File: config.mk
export PLATFORM = sky130hd
export DESIGN_NAME = acs_sequencer
export DESIGN_NICKNAME = d
export VERILOG_FILES = /design/src/acs_pkg.sv /design/src/acs_sequencer.sv /design/src/acs_conv_timer.sv /design/src/acs_sticky_flag.sv
export SDC_FILE = /design/constraint.sdc
export NUM_CORES = 1
export LEC_CHECK = 0
export BUFFER_PORTS_ARGS = -buffer_cell sky130_fd_sc_hd__buf_2
export CAP_MARGIN = 20
export CELL_PAD_IN_SITES_DETAIL_PLACEMENT = 0
export CELL_PAD_IN_SITES_GLOBAL_PLACEMENT = 1
export CORE_ASPECT_RATIO = 1.75
export CORE_MARGIN = 2
export CORE_UTILIZATION = 38
export DETAILED_ROUTE_END_ITERATION = 10
export PLACE_DENSITY_LB_ADDON = 0.2
export RECOVER_POWER = 50
export SLEW_MARGIN = 20
export SYNTH_ARGS = -nofsm -noshare
export SYNTH_HDL_FRONTEND = slang
export SYNTH_SLANG_ARGS = --single-unit
export TNS_END_PERCENT = 5
File: constraint.sdc
create_clock -name clk -period 2.3 [get_ports clk]
set_clock_uncertainty 0.2 [all_clocks]
set_input_delay 0.46 -clock clk [delete_from_list [all_inputs] [get_ports clk]]
set_output_delay 0.46 -clock clk [all_outputs]
set_load 0.01 [all_outputs]
File: src/acs_pkg.sv
// Constants, field layout and enumerations of the conversion sequencer.
// Shared by the sequencer top, its conversion timer and the testbench.
package acs_pkg;

   // Register indices on the 3-bit register port
   localparam logic [2:0] ADDR_CTRL_ONE = 3'h0;
   localparam logic [2:0] ADDR_CTRL_TWO = 3'h1;
   localparam logic [2:0] ADDR_RES_HIGH = 3'h2;
   localparam logic [2:0] ADDR_RES_LOW = 3'h3;
   localparam logic [2:0] ADDR_IRQ_STAT = 3'h4;
   localparam logic [2:0] ADDR_IRQ_MASK = 3'h5;

   // conv_ctrl_one fields
   localparam int START_BIT = 7;
   localparam int MODE_HI = 6;
   localparam int MODE_LO = 5;
   localparam int AIN_DIS_BIT = 4;
   localparam int CHAN_HI = 2;
   localparam int CHAN_LO = 0;

   // conv_ctrl_two fields
   localparam int REF_BIT = 4;
   localparam int TIME_HI = 3;
   localparam int TIME_LO = 1;

   // result_low_reg and interrupt register fields
   localparam int DONE_BIT = 5;
   localparam int IRQ_DONE_BIT = 0;

   // Reset values; inputs start disconnected from the converter
   localparam logic [7:0] CTRL_ONE_RST = 8'h10;
   localparam logic [7:0] CTRL_TWO_RST = 8'h00;
   localparam logic [7:0] START_MASK = 8'h80;
   localparam logic [9:0] RESULT_RST = 10'h000;

   localparam int CNT_W = 12;

   // Conversion length in system clock cycles per conversion-time code
   localparam logic [CNT_W-1:0] CONV_CYCLES [8] = '{
      12'h027, 12'h04e, 12'h09c, 12'h138, 12'h270, 12'h4e0, 12'h9c0, 12'hea0
   };

   typedef enum logic [1:0] {
      MODE_DISABLE = 2'b00,
      MODE_SINGLE = 2'b01,
      MODE_RSVD = 2'b10,
      MODE_REPEAT = 2'b11
   } acs_mode_e;

   typedef enum logic {
      ST_IDLE = 1'b0,
      ST_CONV = 1'b1
   } acs_state_e;

endpackage

File: src/acs_sequencer.sv
// Conversion sequencer of a 10-bit, eight-channel successive-approximation converter.
// Assumes the comparator presents a settled code on convCode when the conversion time ends.
`timescale 1ns/10ps
module acs_sequencer
   import acs_pkg::*;
(
   // Clock and reset
   input wire logic clk,
   input wire logic rstn,
   // Register port
   input wire logic [2:0] regAddr,
   input wire logic [7:0] regWdata,
   input wire logic regWrite,
   input wire logic regRead,
   output logic [7:0] regRdata,
   // Power state
   input wire logic stopMode,
   // Analog front end
   input wire logic [9:0] convCode,
   output logic [2:0] channelSel,
   output logic analogInputEnable,
   output logic refConnect,
   output logic sampleStart,
   output logic convActive,
   // Interrupts
   output logic convDoneIrq,
   output logic convDonePulse
);

   acs_state_e state_q, state_d;
   logic [7:0] ctrlOne_q, ctrlOne_d;
   logic [7:0] ctrlTwo_q, ctrlTwo_d;
   logic [9:0] result_q, result_d;
   logic [2:0] chan_q, chan_d;
   logic mask_q, mask_d;
   logic [7:0] rdata_q, rdata_d;
   logic ainEn_q, ainEn_d;
   logic ref_q, ref_d;
   logic sample_q, sample_d;
   logic pulse_q, pulse_d;
   logic irq_q, irq_d;

   logic wrCtrlOne, wrCtrlTwo, wrStat, wrMask;
   logic rdResult;
   acs_mode_e wrMode, curMode;
   logic swStart, disableWr, finish, autoRestart, abort, timerLoad;
   logic timerExpire, doneFlag, statFlag, doneClr;
   logic [CNT_W-1:0] loadCount;

   always_comb begin
      wrCtrlOne = regWrite && (regAddr == ADDR_CTRL_ONE);
      wrCtrlTwo = regWrite && (regAddr == ADDR_CTRL_TWO);
      wrStat = regWrite && (regAddr == ADDR_IRQ_STAT);
      wrMask = regWrite && (regAddr == ADDR_IRQ_MASK);
      rdResult = regRead && ((regAddr == ADDR_RES_HIGH) || (regAddr == ADDR_RES_LOW));
      wrMode = acs_mode_e'(regWdata[MODE_HI:MODE_LO]);
      curMode = acs_mode_e'(ctrlOne_q[MODE_HI:MODE_LO]);
      // Start ignored while busy, in stop, or with disable/reserved mode
      swStart = wrCtrlOne && regWdata[START_BIT] && !stopMode && (state_q == ST_IDLE)
         && ((wrMode == MODE_SINGLE) || (wrMode == MODE_REPEAT));
      disableWr = wrCtrlOne && (wrMode == MODE_DISABLE);
      abort = stopMode || disableWr;
      finish = timerExpire && (state_q == ST_CONV) && !abort;
      autoRestart = finish && (curMode == MODE_REPEAT);
      timerLoad = swStart || autoRestart;
      loadCount = CONV_CYCLES[ctrlTwo_q[TIME_HI:TIME_LO]];
      doneClr = rdResult || swStart || stopMode;
   end

   acs_conv_timer u_timer (
      .clk(clk),
      .rstn(rstn),
      .load(timerLoad),
      .abort(abort),
      .loadCount(loadCount),
      .expire(timerExpire)
   );

   acs_sticky_flag u_done (
      .clk(clk),
      .rstn(rstn),
      .set(finish),
      .clr(doneClr),
      .flag(doneFlag)
   );

   acs_sticky_flag u_stat (
      .clk(clk),
      .rstn(rstn),
      .set(finish),
      .clr(wrStat && regWdata[IRQ_DONE_BIT]),
      .flag(statFlag)
   );

   // Sequencer state and control registers
   always_comb begin
      state_d = state_q;
      ctrlOne_d = ctrlOne_q;
      ctrlTwo_d = ctrlTwo_q;
      chan_d = chan_q;
      result_d = result_q;
      if (stopMode) begin
         state_d = ST_IDLE;
         ctrlOne_d = CTRL_ONE_RST;
         ctrlTwo_d = CTRL_TWO_RST;
         result_d = RESULT_RST;
      end else begin
         if (wrCtrlOne) begin
            // Start bit is never stored, so it always reads as zero
            ctrlOne_d = regWdata & ~START_MASK;
         end
         if (wrCtrlTwo) begin
            ctrlTwo_d = regWdata;
         end
         if (disableWr) begin
            state_d = ST_IDLE;
         end else if (swStart) begin
            state_d = ST_CONV;
            chan_d = regWdata[CHAN_HI:CHAN_LO];
         end else if (finish && !autoRestart) begin
            state_d = ST_IDLE;
         end
         if (finish) begin
            result_d = convCode;
         end
      end
   end

   always_ff @(posedge clk) begin
      if (!rstn) begin
         state_q <= ST_IDLE;
         ctrlOne_q <= CTRL_ONE_RST;
         ctrlTwo_q <= CTRL_TWO_RST;
         chan_q <= 3'h0;
         result_q <= RESULT_RST;
      end else begin
         state_q <= state_d;
         ctrlOne_q <= ctrlOne_d;
         ctrlTwo_q <= ctrlTwo_d;
         chan_q <= chan_d;
         result_q <= result_d;
      end
   end

   // Register read, outputs and interrupt
   always_comb begin
      mask_d = wrMask ? regWdata[IRQ_DONE_BIT] : mask_q;
      rdata_d = 8'h00;
      if (regRead) begin
         case (regAddr)
            ADDR_CTRL_ONE: rdata_d = ctrlOne_q;
            ADDR_CTRL_TWO: rdata_d = ctrlTwo_q;
            ADDR_RES_HIGH: rdata_d = result_q[9:2];
            ADDR_RES_LOW: rdata_d = {result_q[1:0], doneFlag, 5'h00};
            ADDR_IRQ_STAT: rdata_d = {7'h00, statFlag};
            ADDR_IRQ_MASK: rdata_d = {7'h00, mask_q};
            default: rdata_d = 8'h00;
         endcase
      end
      ainEn_d = !ctrlOne_d[AIN_DIS_BIT];
      ref_d = ctrlTwo_d[REF_BIT] && !stopMode;
      sample_d = timerLoad;
      pulse_d = finish;
      // One cycle behind the status bit, so a clear drops it a cycle later
      irq_d = statFlag && mask_q;
   end

   always_ff @(posedge clk) begin
      if (!rstn) begin
         mask_q <= 1'b0;
         rdata_q <= 8'h00;
         ainEn_q <= 1'b0;
         ref_q <= 1'b0;
         sample_q <= 1'b0;
         pulse_q <= 1'b0;
         irq_q <= 1'b0;
      end else begin
         mask_q <= mask_d;
         rdata_q <= rdata_d;
         ainEn_q <= ainEn_d;
         ref_q <= ref_d;
         sample_q <= sample_d;
         pulse_q <= pulse_d;
         irq_q <= irq_d;
      end
   end

   assign regRdata = rdata_q;
   assign channelSel = chan_q;
   assign analogInputEnable = ainEn_q;
   assign refConnect = ref_q;
   assign sampleStart = sample_q;
   assign convActive = (state_q == ST_CONV);
   assign convDoneIrq = irq_q;
   assign convDonePulse = pulse_q;

   // Checking helpers
   logic [CNT_W-1:0] elapsed_q, target_q;
   logic [7:0] resHigh;
   logic [2:0] wrChan;
   assign resHigh = result_q[9:2];
   assign wrChan = regWdata[CHAN_HI:CHAN_LO];

   always_ff @(posedge clk) begin
      if (!rstn) begin
         elapsed_q <= '0;
         target_q <= '0;
      end else begin
         elapsed_q <= sample_q ? 12'h001 : elapsed_q + 12'h001;
         if (timerLoad) begin
            target_q <= loadCount;
         end
      end
   end
endmodule

File: src/acs_conv_timer.sv
// Down counter that times one conversion.
// Assumes load and abort are one-cycle pulses from the sequencer.
`timescale 1ns/10ps
module acs_conv_timer
   import acs_pkg::*;
(
   // Clock and reset
   input wire logic clk,
   input wire logic rstn,
   // Control
   input wire logic load,
   input wire logic abort,
   input wire logic [CNT_W-1:0] loadCount,
   // Status
   output logic expire
);

   logic [CNT_W-1:0] count_q, count_d;
   logic expire_q, expire_d;

   always_comb begin
      count_d = count_q;
      expire_d = 1'b0;
      if (abort) begin
         count_d = '0;
      end else if (load) begin
         count_d = loadCount;
      end else if (count_q != '0) begin
         count_d = count_q - 12'h001;
         expire_d = (count_q == 12'h001);
      end
   end

   always_ff @(posedge clk) begin
      if (!rstn) begin
         count_q <= '0;
         expire_q <= 1'b0;
      end else begin
         count_q <= count_d;
         expire_q <= expire_d;
      end
   end

   assign expire = expire_q;

endmodule

File: src/acs_sticky_flag.sv
// One sticky flag: a set in the same cycle as a clear wins.
// Assumes set and clear are single-cycle terms from the owner.
`timescale 1ns/10ps
module acs_sticky_flag (
   // Clock and reset
   input wire logic clk,
   input wire logic rstn,
   // Control
   input wire logic set,
   input wire logic clr,
   // State
   output logic flag
);

   logic flag_q, flag_d;

   always_comb begin
      flag_d = set | (flag_q & ~clr);
   end

   always_ff @(posedge clk) begin
      if (!rstn) begin
         flag_q <= 1'b0;
      end else begin
         flag_q <= flag_d;
      end
   end

   assign flag = flag_q;

endmodule

==> results of run 1 <==
[registers in the layout (all words and copies together), names as in the netlist]
| signal | cells |
|---|---|
| ctrlTwo_q | 8 |
| mask_q | 1 |
| regRdata | 8 |
| u_done.flag | 1 |
| analogInputEnable | 1 |
| convActive | 1 |
| sampleStart | 1 |
| ctrlOne_q | 7 |
| convDoneIrq | 1 |
| u_timer.expire | 1 |
| result_q | 10 |
| convDonePulse | 1 |
| u_timer.count_q | 12 |
| u_stat.flag | 1 |
| channelSel | 3 |
[layer usage]
metal | share of wire, % | track usage (%) | wire, um | up-vias
li1 | - | - | - | 1213
met2 | 56 | 36.7 | 4180 | 43
met3 | 2.8 | 5.49 | 211 | 14
met4 | 3.2 | 11.5 | 235 | 0
met5 | 0 | 0 | 0 | -
met1 | 38 | 21.2 | 2790 | 1146
[final timing paths]
check | end | slack, ps | depth (start not counted)
hold reg to reg | ctrlOne_q[2] | 260 | 2
hold / removal | result_q[6] | 170 | 3
setup reg to reg | u_timer.count_q[10] | 70 | 6
setup / recovery | u_timer.count_q[10] | 70 | 6
[area by class of cell]
cell class	instances	area share, %
inverters	7	0.767
clock inverters	2	1.10
flip-flops and latches	57	33.3
repair buffers	70	11.4
well taps	86	3.14
multi-input cells	216	42.7
clock buffers	13	7.60
[repair_timing]
item / CTS / global route
gates resized for setup: 0 / 2
buffers inserted: 0 / 0
endpoints found under the setup margin: 0 / 2
[synth_stat cells, types with 3 or more instances]
cell type | number | area (um^2)
nand3_1 | 3 | 15.0
dfxtp_1 | 57 | 1140
nand2_1 | 28 | 105
mux2i_1 | 22 | 220
a21boi_0 | 3 | 22.5
ha_1 | 7 | 87.6
or4_1 | 3 | 22.5
a221oi_1 | 3 | 26.3
nand3b_1 | 4 | 30.0
a2111oi_0 | 3 | 26.3
or3_1 | 3 | 18.8
mux4_2 | 3 | 67.6
clkbuf_1 | 10 | 37.5
nor4_1 | 4 | 25.0
nor3_1 | 4 | 20.0
clkbuf_8 | 3 | 41.3
inv_1 | 7 | 26.3
nand4_1 | 6 | 37.5
a21oi_1 | 22 | 110
nor2_1 | 38 | 143
o21ai_0 | 5 | 25.0
nor2b_1 | 7 | 43.8
a211oi_1 | 5 | 37.5
[per-stage QoR]
step	std cells	hold slack [ps]	power [mW]
finish	451	167	4.14
global route	451	175	4.39
CTS	451	156	4.14
detailed placement	436	251	2.79
global placement	436	242	2.80
floorplan	298	230	2.22
[worst max-delay path, stage by stage, from the launching register on]
cell and delay [ps]:
dfxtp_1 300, inv_1 100, ha_1 190, or3b_4 390
or4_4 420, or3_1 310, a221oi_1 230
[logic make-up (layout without fill, tap and decap cells)]
logic type / count (synthesis) / count (layout)
flip-flops: 57 / 57
multiplexers: 27 / 27
adder cells (fa/ha/maj): 7 / 7
XOR/XNOR: 3 / 3
AND/OR/NAND/NOR: 119 / 119
AO/OA/AOI/OAI: 60 / 60
buffers and inverters: 25 / 92
[power by group through the flow]
stage	clock network (mW)	registers (mW)	logic [mW]
2_1_floorplan	0	1.19	1.03
3_3_place_gp	0	1.20	1.60
3_5_place_dp	0	1.21	1.58
4_1_cts	1.35	1.19	1.60
5_1_grt	1.39	1.20	1.79
6_report	1.32	1.19	1.63
==> impl_results.md, run 1 <==
- Status: completed
- Cell Area, Placed: 0.00316 mm^2
- Reg clk slew, reported paths: roughly 50 ps
- Footprint of the multi-input gates: between 0.001 and 0.0015 mm^2
- CTS tree: yes
- FF-to-FF Start: u_timer.count_q[1]
- Final WL: between 7000 and 8000 um
- Grt ovf: 0
- Worst Path Required: 2330 ps
- Clock power frac: a little under a third
- I/O Buffers: 42
- Simple-gate share of the synthesized area: between 20 and 25%
- Vias in the first global route: 2430
- Crit path from: u_timer.count_q[1]
- Fin nets: about 390
- Crit Path Max Fanout: 3
- Initial Utilization: between 30% and 40%
- Final Cycle Share: around 97%
- Die Area: between 0.007 and 0.008 mm^2
- Post-synthesis area per instance: ~9.2 um^2
- Core area: ~0.0071 mm^2
- Starting DRT DRC Count: between 90 and 100
- P_int: 2.80 mW
- DR vias: around 2400
- Post-synth EDFFs: 0
- Vias per cell: between 5 and 6
- Max Cap Viol: 0
- IO Count: 43
- CTS H-tree lvls: 3
- Final core utilization: around half
- Commonest non-fill, non-tap cell in the layout: dfxtp_1
- Worst hold path type: input port to register
- Final hold viol count: 0
- GRT Total Usage: between 20 and 25%
- Area delta synth->final: 24.9%
- Diodes inserted: 0
- Antenna-violating nets left: 0
- Synth Instances: about 300
- Number of synthesized register bits: 57
- Synth warnings: 0
- Adder-Cell Fraction of Synth Area: under 10%
- FILL cells: around 730
- Synth Area in Compound Gates: roughly 15%
- Most frequent cells in the layout: dfxtp_1 (57), nor2_1 (38), nand2_1 (28)
- Relative slew slack: 45.0%
- Sw Pwr: 1.34 mW
- Number of distinct library cells after synthesis: 57
- VDD IR max: roughly 0.58 mV
- Largest net degree at the start of global routing: 18
- Syn nets: 331
- DIE WIDTH: 68.2 um
- Initial DRT Pass Iterations: 5
- RSZ-0062 raised after global routing: false
- Predominant post-synthesis flop cell: dfxtp_1
- WP data arrival: roughly 2300 ps
- Hold buffer count at CTS: 0
- Critical Path Start Type: register
- Setup Crit Path Kind: register to register
- Setup violators final: 0
- Worst-Margin Slew: just over 800 ps
- Wire length per cell: about 16 um
- Switching Fraction: ~32%
- CTS root buffer: clkbuf_16
- Worst hold path startpoint: convCode[6]
- Share of post-route cells with drive strength above 1: a little over a fifth
- Initial antenna violation count: 0
- Worst skew pair latency: ~330 ps
- Final worst setup slack: between 70 and 80 ps
- Final worst path period need: ~2200 ps
- Static Leak: ~1.3 nW
- Row Count: 41
- Largest family of logic cells by synthesized area: simple AND/OR/NAND/NOR gates
- Xor/xnor cell area share of the yosys netlist: 0.958%
- GPL Wtd Cong: 0.816
- Comb power frac: 39.4%
- Critical path endpoint category: register
- Flop pwr share: ~29%
- CTS sink count: 57
- DP Wirelength: around 5700 um
- Clk buf depth: 2
- Max frequency: around 450 MHz
- Final Cell Area: ~0.0034 mm^2
- # DRC: 0
- Max Slew Vio Count: 0
- Total CTS buffers: 9
- Worst slack at placement: between 60 and 70 ps
- FFs w/ async S/R, synth: 0%
- Pwr/cell area: approximately 1200 mW/mm^2
- Synth Cell Area: 0.00274 mm^2
- Global-route wire length before repair: between 10000 and 15000 um
- Post-synthesis sequential area ratio: 41.6%
- Mux contribution to synthesized area: a little under an eighth
- Final TNS setup: 0 ps
- Register area: roughly 0.0011 mm^2
- Die H: 116 um
No activity file was read; power rests on OpenSTA's default activity.
==> run 2: changes to the inputs <==
- CORE_UTILIZATION: 38 -> 43
- clock period: 2.3 -> 2.4 ns (I/O delays scaled with it)
==> run 2 against run 1 <==
Against the previous run: cell area shrank 3.5%; global-route usage grew 0.62 points; register-to-register slack gained 30 ps; clock power shrank 16%; critical path type unchanged.
==> impl_results.md, run 2 (synthesis results as in run 1) <==
- Status: completed (unchanged)
- Pwr/cell area: 1140 mW/mm^2 (was 1210 mW/mm^2)
- P_int: 2.47 mW (was 2.80 mW)
- Most frequent cells in the layout: dfxtp_1 (57), nor2_1 (38), nand2_1 (28) (unchanged)
- Final TNS setup: 0 ps (unchanged)
- Final WL: 6910 um (was 7420 um)
- Met1 usage: 20.7% (was 21.2%)
- Diodes inserted: 0 (unchanged)
- Worst hold path type: input port to register (unchanged)
- Row Count: 38 (was 41)
- Switching Fraction: 34.2% (was 32.4%)
- GRT Total Usage: 21.3% (was 20.7%)
- Die H: 110 um (was 116 um)
- Critical path endpoint category: register (unchanged)
- GPL Wtd Cong: 0.838 (was 0.816)
- Initial DRT Pass Iterations: 4 (was 5)
- Setup Crit Path Kind: register to register (unchanged)
- Commonest non-fill, non-tap cell in the layout: dfxtp_1 (unchanged)
- Die Area: 0.00705 mm^2 (was 0.00794 mm^2)
- Placed Cells: 421 (was 436)
- Fin nets: 385 (was 394)
- Met2 Use GR: 40.6% (was 36.7%)
- Wire length per cell: 15.8 um (was 16.4 um)
- Final hold viol count: 0 (unchanged)
- Final worst path period need: 2290 ps (was 2230 ps)
- Grt ovf: 0 (unchanged)
- Clk buf depth: 2 (unchanged)
- Max Cap Viol: 0 (unchanged)
- CTS H-tree lvls: 3 (unchanged)
- DIE WIDTH: 64.4 um (was 68.2 um)
- Hold buffer count at CTS: 0 (unchanged)
- Worst-Margin Slew: 840 ps (was 825 ps)
- CTS sink count: 57 (unchanged)
- Final worst setup slack: 105 ps (was 72.7 ps)
- Reg clk slew, reported paths: 70 ps (was 50 ps)
- RSZ-0062 raised after global routing: false (unchanged)
- Initial antenna violation count: 0 (unchanged)
- Relative slew slack: 44.0% (was 45.0%)
- Setup violators final: 0 (unchanged)
- Worst slack at placement: 108 ps (was 63.5 ps)
- Antenna-violating nets left: 0 (unchanged)
- Sw Pwr: 1.28 mW (was 1.34 mW)
- WP data arrival: 2340 ps (was 2260 ps)
- Final Cycle Share: 95.6% (was 96.8%)
- Critical Path Start Type: register (unchanged)
- Worst Path Required: 2450 ps (was 2330 ps)
- CTS root buffer: clkbuf_8 (was clkbuf_16)
- Comb power frac: 39.6% (was 39.4%)
- VDD IR max: 0.667 mV (was 0.578 mV)
- IO Count: 43 (unchanged)
- Vias in the first global route: 2407 (was 2430)
- Most used routing layer in global routing: met2 (unchanged)
- Area delta synth->final: 20.5% (was 24.9%)
- Met3 Track Usage GR: 4.20% (was 5.49%)
- DR vias: 2371 (was 2416)
- Flop pwr share: 30.9% (was 28.8%)
- Top flop regs: u_timer.count_q (12), result_q (10) (unchanged)
- Final core utilization: 53.4% (was 48.4%)
- CTS tree: yes (unchanged)
- Worst skew pair latency: 340 ps (was 330 ps)
- Total CTS buffers: 9 (unchanged)
- Largest register FFs: 12 (unchanged)
- Clock power frac: 29.5% (was 31.8%)
- Starting DRT DRC Count: 87 (was 93)
- Share of post-route cells with drive strength above 1: 21.0% (was 21.6%)
- Core area: 0.00618 mm^2 (was 0.00708 mm^2)
- DP Wirelength: 5250 um (was 5730 um)
- Top reg by flops: u_timer.count_q (unchanged)
- I/O Buffers: 42 (unchanged)
- Largest net degree at the start of global routing: 27 (was 18)
- Vias per cell: 5.43 (was 5.36)
- Initial Utilization: 44.4% (was 38.7%)
- Global-route wire length before repair: 11300 um (was 11700 um)
- Post-Layout Cell Count: 437 (was 451)
- Max frequency: 436 MHz (was 449 MHz)
- Static Leak: 1.25 nW (was 1.31 nW)
- Crit Path Max Fanout: 7 (was 3)
- # DRC: 0 (unchanged)
- Max Slew Vio Count: 0 (unchanged)
[run 2: changes by cell type in the layout (fill, tap and decap cells not counted), moves of 2 or more]
cell / change
bufinv_16: +2
inv_2: +2
clkbuf_1: -2
clkbuf_16: -9
clkbuf_8: +8
buf_4: -8
inv_1: -2
[run 2: area by class of cell]
class | instances | area, um^2
inverter | 7 | 26.3
multi-input combinational | 216 | 1470
clock inverter | 5 | 103
sequential | 57 | 1140
clock buffer | 11 | 141
fill | 635 | 2880
timing repair buffer | 61 | 325
tap | 80 | 100
[run 2: power by group through the flow]
stage               registers [mW]  logic [mW]  clock network, mW
finish                        1.16        1.49               1.11
global route                  1.18        1.64               1.16
CTS                           1.15        1.47               1.12
detailed placement            1.18        1.45                  0
global placement              1.17        1.49                  0
floorplan                     1.14       0.990                  0
[run 2: worst paths after layout]
kind	start	end	slack [ps]	depth (start not counted)
max	u_timer.count_q[4]	u_timer.count_q[10]	110	4
min reg2reg	ctrlOne_q[1]	ctrlOne_q[1]	250	2
max reg2reg	u_timer.count_q[4]	u_timer.count_q[10]	110	4
min	convCode[9]	result_q[9]	170	3
[run 2: repair_timing]
action / 4_1_cts / 5_1_grt
endpoints found under the setup margin: 0 / 2
setup buffers: 0 / 0
resized for setup: 0 / 3
[run 2: layer usage]
metal / vias to the layer above / wire length (um)
li1: 1187 / -
met1: 1104 / 2610
met2: 60 / 3780
met3: 20 / 220
met4: 0 / 291
met5: - / 0
[run 2: stage by stage]
stage / total power, mW / instance area, um^2 / hold slack (ps)
final: 3.75 / 3300 / 173
after global routing: 3.98 / 3300 / 177
after CTS: 3.75 / 3330 / 167
after detailed placement: 2.63 / 3090 / 250
after global placement: 2.66 / 3090 / 242
after floorplan: 2.13 / 2740 / 230
[run 2: worst max-delay path: stages, from the launching register on]
cell      delay (ps)
dfxtp_1          360
or4_1            590
or4_4            510
or3_1            320
a221oi_1         230
